$ cat config.mk
export PLATFORM = sky130hd
export DESIGN_NAME = dss_sequencer
export DESIGN_NICKNAME = d
export VERILOG_FILES = /design/src/dss_pkg.sv /design/src/dss_sequencer.sv
export SDC_FILE = /design/constraint.sdc
export NUM_CORES = 1
export LEC_CHECK = 0
export BUFFER_PORTS_ARGS = -buffer_cell sky130_fd_sc_hd__buf_2
export CAP_MARGIN = 20
export CORE_ASPECT_RATIO = 0.6
export CORE_MARGIN = 2
export CORE_UTILIZATION = 62
export DETAILED_ROUTE_END_ITERATION = 8
export GPL_ROUTABILITY_DRIVEN = 0
export PLACE_DENSITY = 0.82
export SLEW_MARGIN = 0
export SYNTH_ARGS = -nofsm -noshare
export SYNTH_HDL_FRONTEND = slang
export SYNTH_SLANG_ARGS = --single-unit
$ cat constraint.sdc
create_clock -name sys_clk -period 2.7 [get_ports sys_clk]
set_clock_uncertainty 0.05 [all_clocks]
set_input_delay 0.54 -clock sys_clk [delete_from_list [all_inputs] [get_ports sys_clk]]
set_output_delay 0.54 -clock sys_clk [all_outputs]
set_load 0.03 [all_outputs]
$ cat src/dss_pkg.sv
/*
 package for the converter start-up sequencer: register offsets, values, step kinds,
 step indices and serial port timing. assumes a 4-wire serial port on the device.
*/
package dss_pkg;
    localparam logic [14:0] REG_IFACE_CFG = 15'h0000;
    localparam logic [14:0] REG_BIAS_PWR = 15'h0011;
    localparam logic [14:0] REG_CLK_PWR = 15'h0080;
    localparam logic [14:0] REG_SYNC_PWR = 15'h0081;
    localparam logic [14:0] REG_PLL_EN = 15'h0083;
    localparam logic [14:0] REG_PLL_STAT = 15'h0084;
    localparam logic [14:0] REG_PLL_FB = 15'h0085;
    localparam logic [14:0] REG_LF_A = 15'h0087;
    localparam logic [14:0] REG_LF_B = 15'h0088;
    localparam logic [14:0] REG_LF_C = 15'h0089;
    localparam logic [14:0] REG_CP_A = 15'h008A;
    localparam logic [14:0] REG_VCO_DIV = 15'h008B;
    localparam logic [14:0] REG_REF_DIV = 15'h008C;
    localparam logic [14:0] REG_PLL_REG = 15'h008D;
    localparam logic [14:0] REG_FORMAT = 15'h0110;
    localparam logic [14:0] REG_INTERP = 15'h0112;
    localparam logic [14:0] REG_DP_A = 15'h012D;
    localparam logic [14:0] REG_TEMP_EN = 15'h012F;
    localparam logic [14:0] REG_TEMP_LO = 15'h0132;
    localparam logic [14:0] REG_TEMP_HI = 15'h0133;
    localparam logic [14:0] REG_TEMP_LATCH = 15'h0134;
    localparam logic [14:0] REG_DP_B = 15'h0146;
    localparam logic [14:0] REG_PLL_BLK_PWR = 15'h01B0;
    localparam logic [14:0] REG_LUT_A = 15'h01B5;
    localparam logic [14:0] REG_CP_B = 15'h01B9;
    localparam logic [14:0] REG_LUT_B = 15'h01BB;
    localparam logic [14:0] REG_VCO_CTL = 15'h01BC;
    localparam logic [14:0] REG_VCO_PWR = 15'h01BE;
    localparam logic [14:0] REG_VCO_CAL = 15'h01BF;
    localparam logic [14:0] REG_LOCK_LEN = 15'h01C0;
    localparam logic [14:0] REG_CP_C = 15'h01C1;
    localparam logic [14:0] REG_VARACTOR = 15'h01C4;
    localparam logic [14:0] REG_LUT_C = 15'h01C5;
    localparam logic [14:0] REG_LANE_A = 15'h0232;
    localparam logic [14:0] REG_CLK_CFG = 15'h02A4;
    localparam logic [14:0] REG_LANE_B = 15'h0333;
    localparam int NUM_STEPS = 37;
    localparam logic [5:0] STEP_POLL = 6'h20;
    localparam logic [5:0] STEP_LAST = 6'h24;
    localparam int PLL_LOCK_BIT = 1;
    localparam int TEMP_BIT = 0;
    localparam logic [7:0] ONE_BIT = 8'h01;
    localparam int SCLK_HALF_NS = 50;
    localparam int CLK_NS = 10;
    localparam int SCLK_HALF_CYC = (SCLK_HALF_NS + CLK_NS - 1) / CLK_NS;
    localparam int FRAME_BITS = 24;
    localparam int POLL_LIMIT = 64;
    localparam int POLL_GAP_CYC = 100;
    // kind of a step: write, read-and-check lock, plain read
    typedef enum logic [1:0] {DSS_WR, DSS_POLL, DSS_RD} dss_kind_t;
endpackage

$ cat src/dss_sequencer.sv
/*
 host sequencer: drives the converter's 4-wire serial port through start-up,
 polls pll lock with a bound, then offers temperature reads on request.
 assumes the device samples sdio on rising sclk and drives sdo on falling.
*/
// What this block does
// - enable temperature sensor before any reading
// - latch temperature, then read two code bytes
// - soft reset 0xBD, then 0x3C four-wire
// - write 0x28 to power control
// - write zero to both clock power registers
// - required datapath, clock and lane writes
// - loop filter 0x62, 0xC9, 0x0E in order
// - charge pumps 0x12, 0x24, 0x2A
// - vco 0x0D,0x02,0x8E; regulator 0x7B, varactor 0x7E
// - lock counter length 0x2A
// - pll block power written zero
// - vco output divide 0x02, divide by 8
// - reference divide 0x03, divide by 8
// - feedback counter 0x10
// - lookup values 0x09, 0x13, 0x06
// - enable pll 0x10, confirm lock bit 1
// - interpolation register written zero
// - data format written zero, twos complement
// - start-up before datapath, then later link steps
// - quick link bring-up is debug only
`timescale 1ns/1ps
module dss_sequencer #(
    parameter int POLL_MAX = dss_pkg::POLL_LIMIT
) (
    input wire logic sys_clk,
    input wire logic rst_n,
    input wire logic start,
    input wire logic temp_req,
    output logic busy,
    output logic done,
    output logic lock_fail,
    output logic temp_valid,
    output logic [15:0] temp_code,
    output logic spi_sclk,
    output logic spi_cs_n,
    output logic spi_sdio,
    input wire logic spi_sdo
);
    typedef enum logic [2:0] {ST_IDLE, ST_SHIFT, ST_NEXT, ST_GAP, ST_READY, ST_FAIL} dss_state_t;
    typedef struct packed {
        dss_state_t st;
        logic [5:0] step;
        logic [2:0] tstep;
        logic tmode;
        logic [4:0] bit_cnt;
        logic [3:0] div;
        logic [23:0] shreg;
        logic [7:0] rdata;
        logic [7:0] poll_cnt;
        logic [7:0] gap;
        logic sclk;
        logic cs_n;
        logic sdio;
        logic busy;
        logic done;
        logic fail;
        logic tvalid;
        logic [15:0] tcode;
        logic [1:0] sdo_sync;
    } dss_regs_t;

    dss_regs_t r, n;
    logic [14:0] s_addr;
    logic [7:0] s_val;
    dss_pkg::dss_kind_t s_kind;

    // start-up table, order fixed
    always_comb begin
        s_kind = dss_pkg::DSS_WR;
        s_val = 8'h00;
        s_addr = dss_pkg::REG_IFACE_CFG;
        if (r.tmode) begin
            case (r.tstep)
                3'h0: begin s_addr = dss_pkg::REG_TEMP_EN; s_val = dss_pkg::ONE_BIT; end
                3'h1: begin s_addr = dss_pkg::REG_TEMP_LATCH; s_val = dss_pkg::ONE_BIT; end
                3'h2: begin s_addr = dss_pkg::REG_TEMP_LO; s_kind = dss_pkg::DSS_RD; end
                default: begin s_addr = dss_pkg::REG_TEMP_HI; s_kind = dss_pkg::DSS_RD; end
            endcase
        end else begin
            case (r.step)
                6'h00: begin s_addr = dss_pkg::REG_IFACE_CFG; s_val = 8'hBD; end
                6'h01: begin s_addr = dss_pkg::REG_IFACE_CFG; s_val = 8'h3C; end
                6'h02: begin s_addr = dss_pkg::REG_BIAS_PWR; s_val = 8'h28; end
                6'h03: begin s_addr = dss_pkg::REG_CLK_PWR; s_val = 8'h00; end
                6'h04: begin s_addr = dss_pkg::REG_SYNC_PWR; s_val = 8'h00; end
                6'h05: begin s_addr = dss_pkg::REG_DP_A; s_val = 8'h8B; end
                6'h06: begin s_addr = dss_pkg::REG_DP_B; s_val = 8'h01; end
                6'h07: begin s_addr = dss_pkg::REG_CLK_CFG; s_val = 8'hFF; end
                6'h08: begin s_addr = dss_pkg::REG_LANE_A; s_val = 8'hFF; end
                6'h09: begin s_addr = dss_pkg::REG_LANE_B; s_val = 8'h01; end
                6'h0A: begin s_addr = dss_pkg::REG_LF_A; s_val = 8'h62; end
                6'h0B: begin s_addr = dss_pkg::REG_LF_B; s_val = 8'hC9; end
                6'h0C: begin s_addr = dss_pkg::REG_LF_C; s_val = 8'h0E; end
                6'h0D: begin s_addr = dss_pkg::REG_CP_A; s_val = 8'h12; end
                6'h0E: begin s_addr = dss_pkg::REG_PLL_REG; s_val = 8'h7B; end
                6'h0F: begin s_addr = dss_pkg::REG_PLL_BLK_PWR; s_val = 8'h00; end
                6'h10: begin s_addr = dss_pkg::REG_CP_B; s_val = 8'h24; end
                6'h11: begin s_addr = dss_pkg::REG_VCO_CTL; s_val = 8'h0D; end
                6'h12: begin s_addr = dss_pkg::REG_VCO_PWR; s_val = 8'h02; end
                6'h13: begin s_addr = dss_pkg::REG_VCO_CAL; s_val = 8'h8E; end
                6'h14: begin s_addr = dss_pkg::REG_LOCK_LEN; s_val = 8'h2A; end
                6'h15: begin s_addr = dss_pkg::REG_CP_C; s_val = 8'h2A; end
                6'h16: begin s_addr = dss_pkg::REG_VARACTOR; s_val = 8'h7E; end
                6'h17: begin s_addr = dss_pkg::REG_VCO_DIV; s_val = 8'h02; end
                6'h18: begin s_addr = dss_pkg::REG_REF_DIV; s_val = 8'h03; end
                6'h19: begin s_addr = dss_pkg::REG_PLL_FB; s_val = 8'h10; end
                6'h1A: begin s_addr = dss_pkg::REG_LUT_A; s_val = 8'h09; end
                6'h1B: begin s_addr = dss_pkg::REG_LUT_B; s_val = 8'h13; end
                6'h1C: begin s_addr = dss_pkg::REG_LUT_C; s_val = 8'h06; end
                6'h1D: begin s_addr = dss_pkg::REG_PLL_EN; s_val = 8'h10; end
                6'h1E: begin s_addr = dss_pkg::REG_PLL_STAT; s_kind = dss_pkg::DSS_POLL; end
                6'h1F: begin s_addr = dss_pkg::REG_PLL_STAT; s_kind = dss_pkg::DSS_POLL; end
                6'h20: begin s_addr = dss_pkg::REG_PLL_STAT; s_kind = dss_pkg::DSS_POLL; end
                6'h21: begin s_addr = dss_pkg::REG_INTERP; s_val = 8'h00; end
                6'h22: begin s_addr = dss_pkg::REG_FORMAT; s_val = 8'h00; end
                6'h23: begin s_addr = dss_pkg::REG_TEMP_EN; s_val = dss_pkg::ONE_BIT; end
                6'h24: begin s_addr = dss_pkg::REG_TEMP_EN; s_val = dss_pkg::ONE_BIT; end
                default: begin s_addr = dss_pkg::REG_IFACE_CFG; s_val = 8'h00; end
            endcase
        end
    end

    always_comb begin
        logic rd;
        rd = 1'b0;
        n = r;
        n.sdo_sync = {r.sdo_sync[0], spi_sdo};
        case (r.st)
            ST_IDLE: begin
                n.cs_n = 1'b1;
                n.sclk = 1'b0;
                if (start) begin
                    n.st = ST_NEXT;
                    n.step = 6'h00;
                    n.busy = 1'b1;
                    n.done = 1'b0;
                    n.poll_cnt = 8'h00;
                end
            end
            ST_NEXT: begin
                // frame: r/w bit, 15-bit address, 8 data bits
                rd = (s_kind != dss_pkg::DSS_WR);
                n.shreg = {rd, s_addr, s_val};
                n.cs_n = 1'b0;
                n.sdio = rd;
                n.bit_cnt = 5'h00;
                n.div = 4'h0;
                n.sclk = 1'b0;
                n.st = ST_SHIFT;
            end
            ST_SHIFT: begin
                // sclk well below the port limit; two half periods per bit
                if (r.div == 4'(dss_pkg::SCLK_HALF_CYC - 1)) begin
                    n.div = 4'h0;
                    n.sclk = ~r.sclk;
                    if (r.sclk) begin
                        n.shreg = {r.shreg[22:0], 1'b0};
                        n.sdio = r.shreg[22];
                        n.bit_cnt = r.bit_cnt + 5'h01;
                        if (r.bit_cnt == 5'(dss_pkg::FRAME_BITS - 1)) begin
                            n.sclk = 1'b0;
                            n.cs_n = 1'b1;
                            n.gap = 8'h00;
                            n.st = ST_GAP;
                        end
                    end else begin
                        n.rdata = {r.rdata[6:0], r.sdo_sync[1]};
                    end
                end else begin
                    n.div = r.div + 4'h1;
                end
            end
            ST_GAP: begin
                n.gap = r.gap + 8'h01;
                if (r.tmode) begin
                    if (r.gap == 8'h01) begin
                        if (r.tstep == 3'h2) n.tcode[7:0] = r.rdata;
                        if (r.tstep == 3'h3) begin
                            n.tcode[15:8] = r.rdata;
                            n.tvalid = 1'b1;
                            n.tmode = 1'b0;
                            n.st = ST_READY;
                        end else begin
                            n.tstep = r.tstep + 3'h1;
                            n.st = ST_NEXT;
                        end
                    end
                end else if (s_kind == dss_pkg::DSS_POLL) begin
                    // spacing between polls; first two reads only allow settling
                    if (r.gap == 8'(dss_pkg::POLL_GAP_CYC)) begin
                        if (r.step < dss_pkg::STEP_POLL) begin
                            n.step = r.step + 6'h01;
                            n.st = ST_NEXT;
                        end else if (r.rdata[dss_pkg::PLL_LOCK_BIT]) begin
                            n.step = r.step + 6'h01;
                            n.st = ST_NEXT;
                        end else if (r.poll_cnt == 8'(POLL_MAX - 1)) begin
                            n.fail = 1'b1;
                            n.busy = 1'b0;
                            n.st = ST_FAIL;
                        end else begin
                            n.poll_cnt = r.poll_cnt + 8'h01;
                            n.st = ST_NEXT;
                        end
                    end
                end else if (r.gap == 8'h01) begin
                    if (r.step == dss_pkg::STEP_LAST) begin
                        // link layers follow in other logic; not done here
                        n.busy = 1'b0;
                        n.done = 1'b1;
                        n.st = ST_READY;
                    end else begin
                        n.step = r.step + 6'h01;
                        n.st = ST_NEXT;
                    end
                end
            end
            ST_READY: begin
                n.busy = 1'b0;
                if (temp_req) begin
                    n.tmode = 1'b1;
                    n.tstep = 3'h1; // sensor already enabled at start-up
                    n.tvalid = 1'b0;
                    n.busy = 1'b1;
                    n.st = ST_NEXT;
                end
            end
            ST_FAIL: begin
                n.cs_n = 1'b1;
                if (start) begin
                    n.fail = 1'b0;
                    n.busy = 1'b1;
                    n.step = 6'h00;
                    n.poll_cnt = 8'h00;
                    n.st = ST_NEXT;
                end
            end
            default: n.st = ST_IDLE;
        endcase
    end

    always_ff @(posedge sys_clk) begin
        if (!rst_n) begin
            r <= '0;
            r.st <= ST_IDLE;
            r.cs_n <= 1'b1;
        end else begin
            r <= n;
        end
    end

    assign busy = r.busy;
    assign done = r.done;
    assign lock_fail = r.fail;
    assign temp_valid = r.tvalid;
    assign temp_code = r.tcode;
    assign spi_sclk = r.sclk;
    assign spi_cs_n = r.cs_n;
    assign spi_sdio = r.sdio;

    a_fail_bound: assert property (@(posedge sys_clk) disable iff (!rst_n)
        $rose(r.fail) |-> r.poll_cnt == 8'(POLL_MAX - 1))
        else $error("lock failure before poll limit");
    a_reset_first: assert property (@(posedge sys_clk) disable iff (!rst_n)
        (r.st == ST_SHIFT && r.step == 6'h00 && !r.tmode && r.bit_cnt == 5'h00)
        |-> r.shreg[7:0] == 8'hBD || r.div != 4'h0 || r.sclk)
        else $error("first frame is not the soft reset");
    a_done_after: assert property (@(posedge sys_clk) disable iff (!rst_n)
        $rose(r.done) |-> $past(r.step) == dss_pkg::STEP_LAST)
        else $error("done before table end");
    a_cs_idle: assert property (@(posedge sys_clk) disable iff (!rst_n)
        r.st == ST_READY |-> r.cs_n)
        else $error("chip select low while idle");
    a_temp_pair: assert property (@(posedge sys_clk) disable iff (!rst_n)
        $rose(r.tvalid) |-> $past(r.tstep) == 3'h3)
        else $error("temperature valid without high byte");
    a_lock_step: assert property (@(posedge sys_clk) disable iff (!rst_n)
        ($past(r.step) == dss_pkg::STEP_POLL && r.step == 6'h21 && !r.tmode)
        |-> $past(r.rdata[dss_pkg::PLL_LOCK_BIT]))
        else $error("left poll without lock");
    a_frame_len: assert property (@(posedge sys_clk) disable iff (!rst_n)
        $rose(r.cs_n) |-> $past(r.bit_cnt) == 5'(dss_pkg::FRAME_BITS - 1))
        else $error("frame not 24 bits");
    a_no_early_temp: assert property (@(posedge sys_clk) disable iff (!rst_n)
        r.tmode |-> r.step == dss_pkg::STEP_LAST)
        else $error("temperature before sensor enable");
    // framing: device samples on rising sclk, so sdio may move only while low
    a_sclk_idle: assert property (@(posedge sys_clk) disable iff (!rst_n)
        r.cs_n |-> !r.sclk)
        else $error("sclk high outside a frame");
    a_sdio_hold: assert property (@(posedge sys_clk) disable iff (!rst_n)
        (!r.cs_n && r.sclk) |-> $stable(r.sdio))
        else $error("sdio moved while sclk high");
    a_cmd_bit: assert property (@(posedge sys_clk) disable iff (!rst_n)
        (r.st == ST_SHIFT && r.bit_cnt == 5'h00 && !r.sclk) |-> r.sdio == r.shreg[23])
        else $error("first bit is not the read flag");
    a_bit_range: assert property (@(posedge sys_clk) disable iff (!rst_n)
        r.st == ST_SHIFT |-> r.bit_cnt < 5'(dss_pkg::FRAME_BITS))
        else $error("bit count past frame end");
    a_div_bound: assert property (@(posedge sys_clk) disable iff (!rst_n)
        r.st == ST_SHIFT |-> r.div < 4'(dss_pkg::SCLK_HALF_CYC))
        else $error("sclk divider out of range");
    a_frame_open: assert property (@(posedge sys_clk) disable iff (!rst_n)
        r.st == ST_NEXT |=> r.st == ST_SHIFT && !r.cs_n && !r.sclk)
        else $error("frame did not open after load");
    a_cs_fall: assert property (@(posedge sys_clk) disable iff (!rst_n)
        $fell(r.cs_n) |-> $past(r.st) == ST_NEXT)
        else $error("chip select fell outside frame start");
    a_cs_gap: assert property (@(posedge sys_clk) disable iff (!rst_n)
        $rose(r.cs_n) |=> r.cs_n ##1 r.cs_n)
        else $error("chip select high gap too short");
    // lock polling: the spacing gives the pll time to settle between reads
    a_poll_gap: assert property (@(posedge sys_clk) disable iff (!rst_n)
        (r.st == ST_GAP && !r.tmode && s_kind == dss_pkg::DSS_POLL
        && r.gap < 8'(dss_pkg::POLL_GAP_CYC)) |=> r.st == ST_GAP)
        else $error("poll issued before spacing elapsed");
    a_lock_seen: assert property (@(posedge sys_clk) disable iff (!rst_n)
        (r.st == ST_GAP && !r.tmode && r.step == dss_pkg::STEP_POLL && r.rdata[1]
        && r.gap == 8'(dss_pkg::POLL_GAP_CYC)) |=> r.step == 6'h21)
        else $error("lock seen but sequence did not advance");
    a_done_fail: assert property (@(posedge sys_clk) disable iff (!rst_n)
        r.done |-> !r.fail)
        else $error("done and lock failure together");
    a_fail_quiet: assert property (@(posedge sys_clk) disable iff (!rst_n)
        r.st == ST_FAIL |-> r.cs_n && !r.sclk && !r.busy)
        else $error("port active after lock failure");
    a_gap_write: assert property (@(posedge sys_clk) disable iff (!rst_n)
        (r.st == ST_GAP && !r.tmode && s_kind == dss_pkg::DSS_WR && r.gap == 8'h01
        && r.step != dss_pkg::STEP_LAST) |=> r.st == ST_NEXT && r.step == $past(r.step) + 6'h01)
        else $error("table step skipped");
    a_busy_frames: assert property (@(posedge sys_clk) disable iff (!rst_n)
        r.st inside {ST_NEXT, ST_SHIFT, ST_GAP} |-> r.busy)
        else $error("frame without busy");
    // temperature path: both bytes come from one latch, so they must pair
    a_lo_byte: assert property (@(posedge sys_clk) disable iff (!rst_n)
        (r.tmode && r.st == ST_GAP && r.tstep == 3'h2 && r.gap == 8'h01)
        |=> r.tcode[7:0] == $past(r.rdata))
        else $error("low temperature byte not taken");
    a_hi_byte: assert property (@(posedge sys_clk) disable iff (!rst_n)
        $rose(r.tvalid) |-> r.tcode[15:8] == $past(r.rdata))
        else $error("high temperature byte not taken");
    a_code_stands: assert property (@(posedge sys_clk) disable iff (!rst_n)
        (r.tvalid && $past(r.tvalid)) |-> $stable(r.tcode))
        else $error("temperature code changed while valid");
    c_done: cover property (@(posedge sys_clk) $rose(r.done));
    c_fail: cover property (@(posedge sys_clk) $rose(r.fail));
    c_temp: cover property (@(posedge sys_clk) $rose(r.tvalid));
    c_retry: cover property (@(posedge sys_clk) r.st == ST_NEXT && r.poll_cnt == 8'h01);
    c_restart: cover property (@(posedge sys_clk) $past(r.st) == ST_FAIL && r.st == ST_NEXT);
endmodule // dss_sequencer

==> flow_summary.rst <==
.. list-table::
   :header-rows: 1

   * - Metric
     - Value
   * - Outcome
     - finished, final reports clean
   * - Data arrival time of the worst path
     - 2.77 ns
   * - Clock transition at the registers of the reported paths
     - 0.07 ns
   * - Length in cells of the worst reg-to-reg path
     - 8
   * - Share of post-route cells with drive strength above 1
     - 12.2%
   * - Placement Cell Area
     - 5760 um2
   * - Endpoint of the worst register-to-register path
     - r[37]
   * - Most frequently used flop master after synthesis
     - sky130_fd_sc_hd__dfxtp_1
   * - Yosys synthesis warning count
     - 0
   * - Cts-stage hold buffer count
     - 0
   * - Area fraction of the dominant cell type after synthesis
     - 33.7%
   * - Total clock buffers created by CTS
     - 9
   * - Maximum number of pins on one net before global-route repair
     - 76
   * - Overall routing resource usage
     - 30.2%
   * - Count of pins over their slew limit
     - 0
   * - Unrepaired setup endpoints after global routing
     - false
   * - Number of max-cap violations
     - 0
   * - Syn nets
     - 712
   * - Hold Crit Class
     - in2reg
   * - Buffers from clock root to sink, at most
     - 2
   * - Setup TNS after final layout
     - 0 ns
   * - TritonCTS Sinks
     - 94
   * - Remaining max-slew budget at the tightest pin
     - 39.7%
   * - Initial DRC Count
     - 722
   * - Beginning of the worst hold path
     - spi_sdo
   * - Area overhead of the layout relative to synthesis
     - 9.42%
   * - Peak ir drop on the vdd network
     - 0.402 mV
   * - Number of port buffers
     - 27
   * - Setup-violating endpoint count in the final report
     - 0
   * - Netlist area before placement
     - 5590 um2
   * - P_leak
     - 0.00241 uW
   * - Number of instances on the worst hold path
     - 2
   * - Starting density of the core
     - 64.8%
   * - Number of ports placed on the die boundary
     - 28
   * - Number of remaining DRC errors
     - 0
   * - Number of global-route vias before repair
     - 4991
   * - Number of synthesized register bits
     - 94
   * - Top-count cell post-synth
     - sky130_fd_sc_hd__dfxtp_1
   * - Total detailed-routing wirelength
     - 14.6 mm
   * - Maximum level of the CTS H-tree
     - 3
   * - Initial antenna violation count
     - 0
   * - Vias per Instance
     - 6.54
   * - Wire length of the first global-routing pass
     - 24.1 mm
   * - Number of hold-slack violations in the final timing report
     - 0
   * - Routed len/inst
     - 18.0 um
   * - Hold Path Sink
     - n[1]
   * - Total congestion overflow after global routing
     - 0
   * - Placement Rows
     - 26
   * - Kind of end point of the critical path
     - register
   * - Min Clock Period, post-route
     - 2.53 ns
   * - Clk Latency, worst-skew pair
     - 0.35 ns
   * - Die Outline Area
     - 9820 um2
   * - Largest cells by area after synthesis
     - sky130_fd_sc_hd__dfxtp_1 34%, sky130_fd_sc_hd__mux2i_1 5.2%, sky130_fd_sc_hd__nor2b_1 4.8%
   * - Biggest area consumer among synthesized cells
     - sky130_fd_sc_hd__dfxtp_1
   * - Data required time at the worst endpoint
     - 2.94 ns
   * - Total design power
     - 3570 uW
   * - Antenna cells
     - 0
   * - Biggest fanout along the worst timing path
     - 8
   * - HPWL after detailed placement
     - 10.3 mm
   * - Share of synthesized flip-flops with an asynchronous set or reset
     - 0%
   * - Maximum clock frequency
     - 0.395 GHz
   * - Number of different library cells in the post-synthesis netlist
     - 73
   * - Launch instance of the worst register-to-register path
     - r[86]
   * - Smallest hold slack
     - 0.361 ns
   * - Setup Crit Path Kind
     - reg2reg
   * - Chip height
     - 77.5 um
   * - Cell at the root of the clock tree
     - sky130_fd_sc_hd__clkbuf_16
   * - Synthesized instance count
     - 691
   * - Worst reg2reg setup slack
     - 0.17 ns
   * - Total via count in the routed design
     - 5291
   * - Proportion of synthesized chip area in sequential cells
     - 33.7%
   * - Final critical-path share of the clock period
     - 93.7%
   * - CP Launch Type
     - register
   * - Final standard cell area without fillers
     - 6120 um2
   * - Die boundary width
     - 127 um
   * - Floorplan core area
     - 8620 um2
   * - Transition time at the pin with the least slew margin
     - 0.897 ns
   * - CTS tree
     - yes
   * - Length of the first detailed-routing pass in iterations
     - 8
   * - NumNets Final
     - 713
   * - Antenna Violating Nets Remaining
     - 0
   * - Mean post-synth cell area
     - 8.09 um2
   * - Commonest cells in the synthesized netlist
     - 94 x sky130_fd_sc_hd__dfxtp_1, 58 x sky130_fd_sc_hd__nand2_1, 50 x sky130_fd_sc_hd__nor2_1
   * - Count of flip-flops with a built-in enable after synthesis
     - 0
   * - Power per standard cell area
     - 584 nW/um2
==> metrics by stage <==
| step | setup WS (ns) | std cells | util (%) |
|---|---|---|---|
| after global routing | 0.0188 | 809 | 70.9 |
| final | 0.171 | 809 | 70.9 |
| after detailed placement | 0.120 | 793 | 66.8 |
| after floorplan | 0.389 | 691 | - |
| after CTS | 0.109 | 809 | 70.8 |
| after global placement | 0.267 | 793 | 66.8 |
==> sequential cells by signal, indices dropped and copies added (netlist names) <==
register / flops
n: 1
lock_fail: 1
temp_valid: 1
spi_cs_n: 1
spi_sclk: 1
busy: 1
r: 70
temp_code: 16
done: 1
spi_sdio: 1
==> worst max path at each step <==
stage          startpoint  endpoint  slack [ns]
6_report            r[86]     r[37]        0.17
5_1_grt             r[86]     r[91]        0.02
4_1_cts             r[86]     r[37]        0.11
3_5_place_dp        r[86]     r[37]        0.12
3_3_place_gp        r[86]     r[37]        0.27
2_1_floorplan       r[86]     r[37]        0.39
==> cells by family (layout without fill, tap and decap cells) <==
family	count (synthesis)	after routing	share of synthesized area, %
xor+xnor	19	19	2.98
mux	29	29	5.19
buf+inv	80	86	6.69
compound gates	182	182	21.5
simple gates	271	271	26.4
fa+ha+maj	16	16	3.58
flops	94	94	33.7
==> layout make-up <==
type	count	area, um2
multi-input combinational	517	3350
fill	646	2500
sequential	94	1880
timing repair buffer	55	345
clock buffer	10	229
tap	112	140
clock inverter	6	116
inverter	15	56.3
==> placed cells by master (no fill, tap or decap), types with 4 or more instances in the layout <==
cell type and count:
sky130_fd_sc_hd__and2_1 8, sky130_fd_sc_hd__nor2_1 50, sky130_fd_sc_hd__and3_1 5, sky130_fd_sc_hd__buf_4 28
sky130_fd_sc_hd__a32oi_1 5, sky130_fd_sc_hd__xor2_1 13, sky130_fd_sc_hd__nand4_1 11, sky130_fd_sc_hd__mux2i_1 29
sky130_fd_sc_hd__dfxtp_1 94, sky130_fd_sc_hd__nor3_1 10, sky130_fd_sc_hd__nor2b_1 43, sky130_fd_sc_hd__ha_1 14
sky130_fd_sc_hd__a21boi_0 8, sky130_fd_sc_hd__nor3b_1 8, sky130_fd_sc_hd__a31oi_1 6, sky130_fd_sc_hd__a311oi_1 4
sky130_fd_sc_hd__xnor2_1 6, sky130_fd_sc_hd__nand3b_1 8, sky130_fd_sc_hd__or3_1 6, sky130_fd_sc_hd__nand2b_1 13
sky130_fd_sc_hd__a211oi_1 7, sky130_fd_sc_hd__nand3_1 23, sky130_fd_sc_hd__a21oi_1 49, sky130_fd_sc_hd__inv_1 15
sky130_fd_sc_hd__o211ai_1 10, sky130_fd_sc_hd__o21ai_0 43, sky130_fd_sc_hd__a22oi_1 7, sky130_fd_sc_hd__nor4_1 8
sky130_fd_sc_hd__buf_2 27, sky130_fd_sc_hd__clkbuf_16 9, sky130_fd_sc_hd__o21a_1 6, sky130_fd_sc_hd__nand2_1 58
==> metal layers <==
layer | part of all wire, % | global-route usage [%] | vias to the layer above
met3 | 11 | 9.10 | 44
met4 | 2.1 | 9.67 | 0
met1 | 44 | 41.3 | 2467
met5 | 0 | 0 | -
li1 | - | - | 2463
met2 | 43 | 45.8 | 317
==> critical path, cell delays in order, from the launching register on <==
cell	delay, ns
sky130_fd_sc_hd__dfxtp_1	0.36
sky130_fd_sc_hd__inv_1	0.12
sky130_fd_sc_hd__ha_2	0.26
sky130_fd_sc_hd__nor2_1	0.08
sky130_fd_sc_hd__or4_4	0.52
sky130_fd_sc_hd__a211oi_4	0.32
sky130_fd_sc_hd__o21ai_2	0.16
sky130_fd_sc_hd__or4_1	0.51
sky130_fd_sc_hd__nand2_1	0.08
==> where the power goes <==
group	switching, uW	internal, uW	total, uW
Sequential	60.4	1460	1520
Combinational	362	213	575
Clock	562	916	1480
==> what timing repair did <==
item / in CTS / in global routing
setup buffers: 0 / 0
setup endpoints to repair: 0 / 3
resized for setup: 0 / 4
No activity file was read; power rests on OpenSTA's default activity.
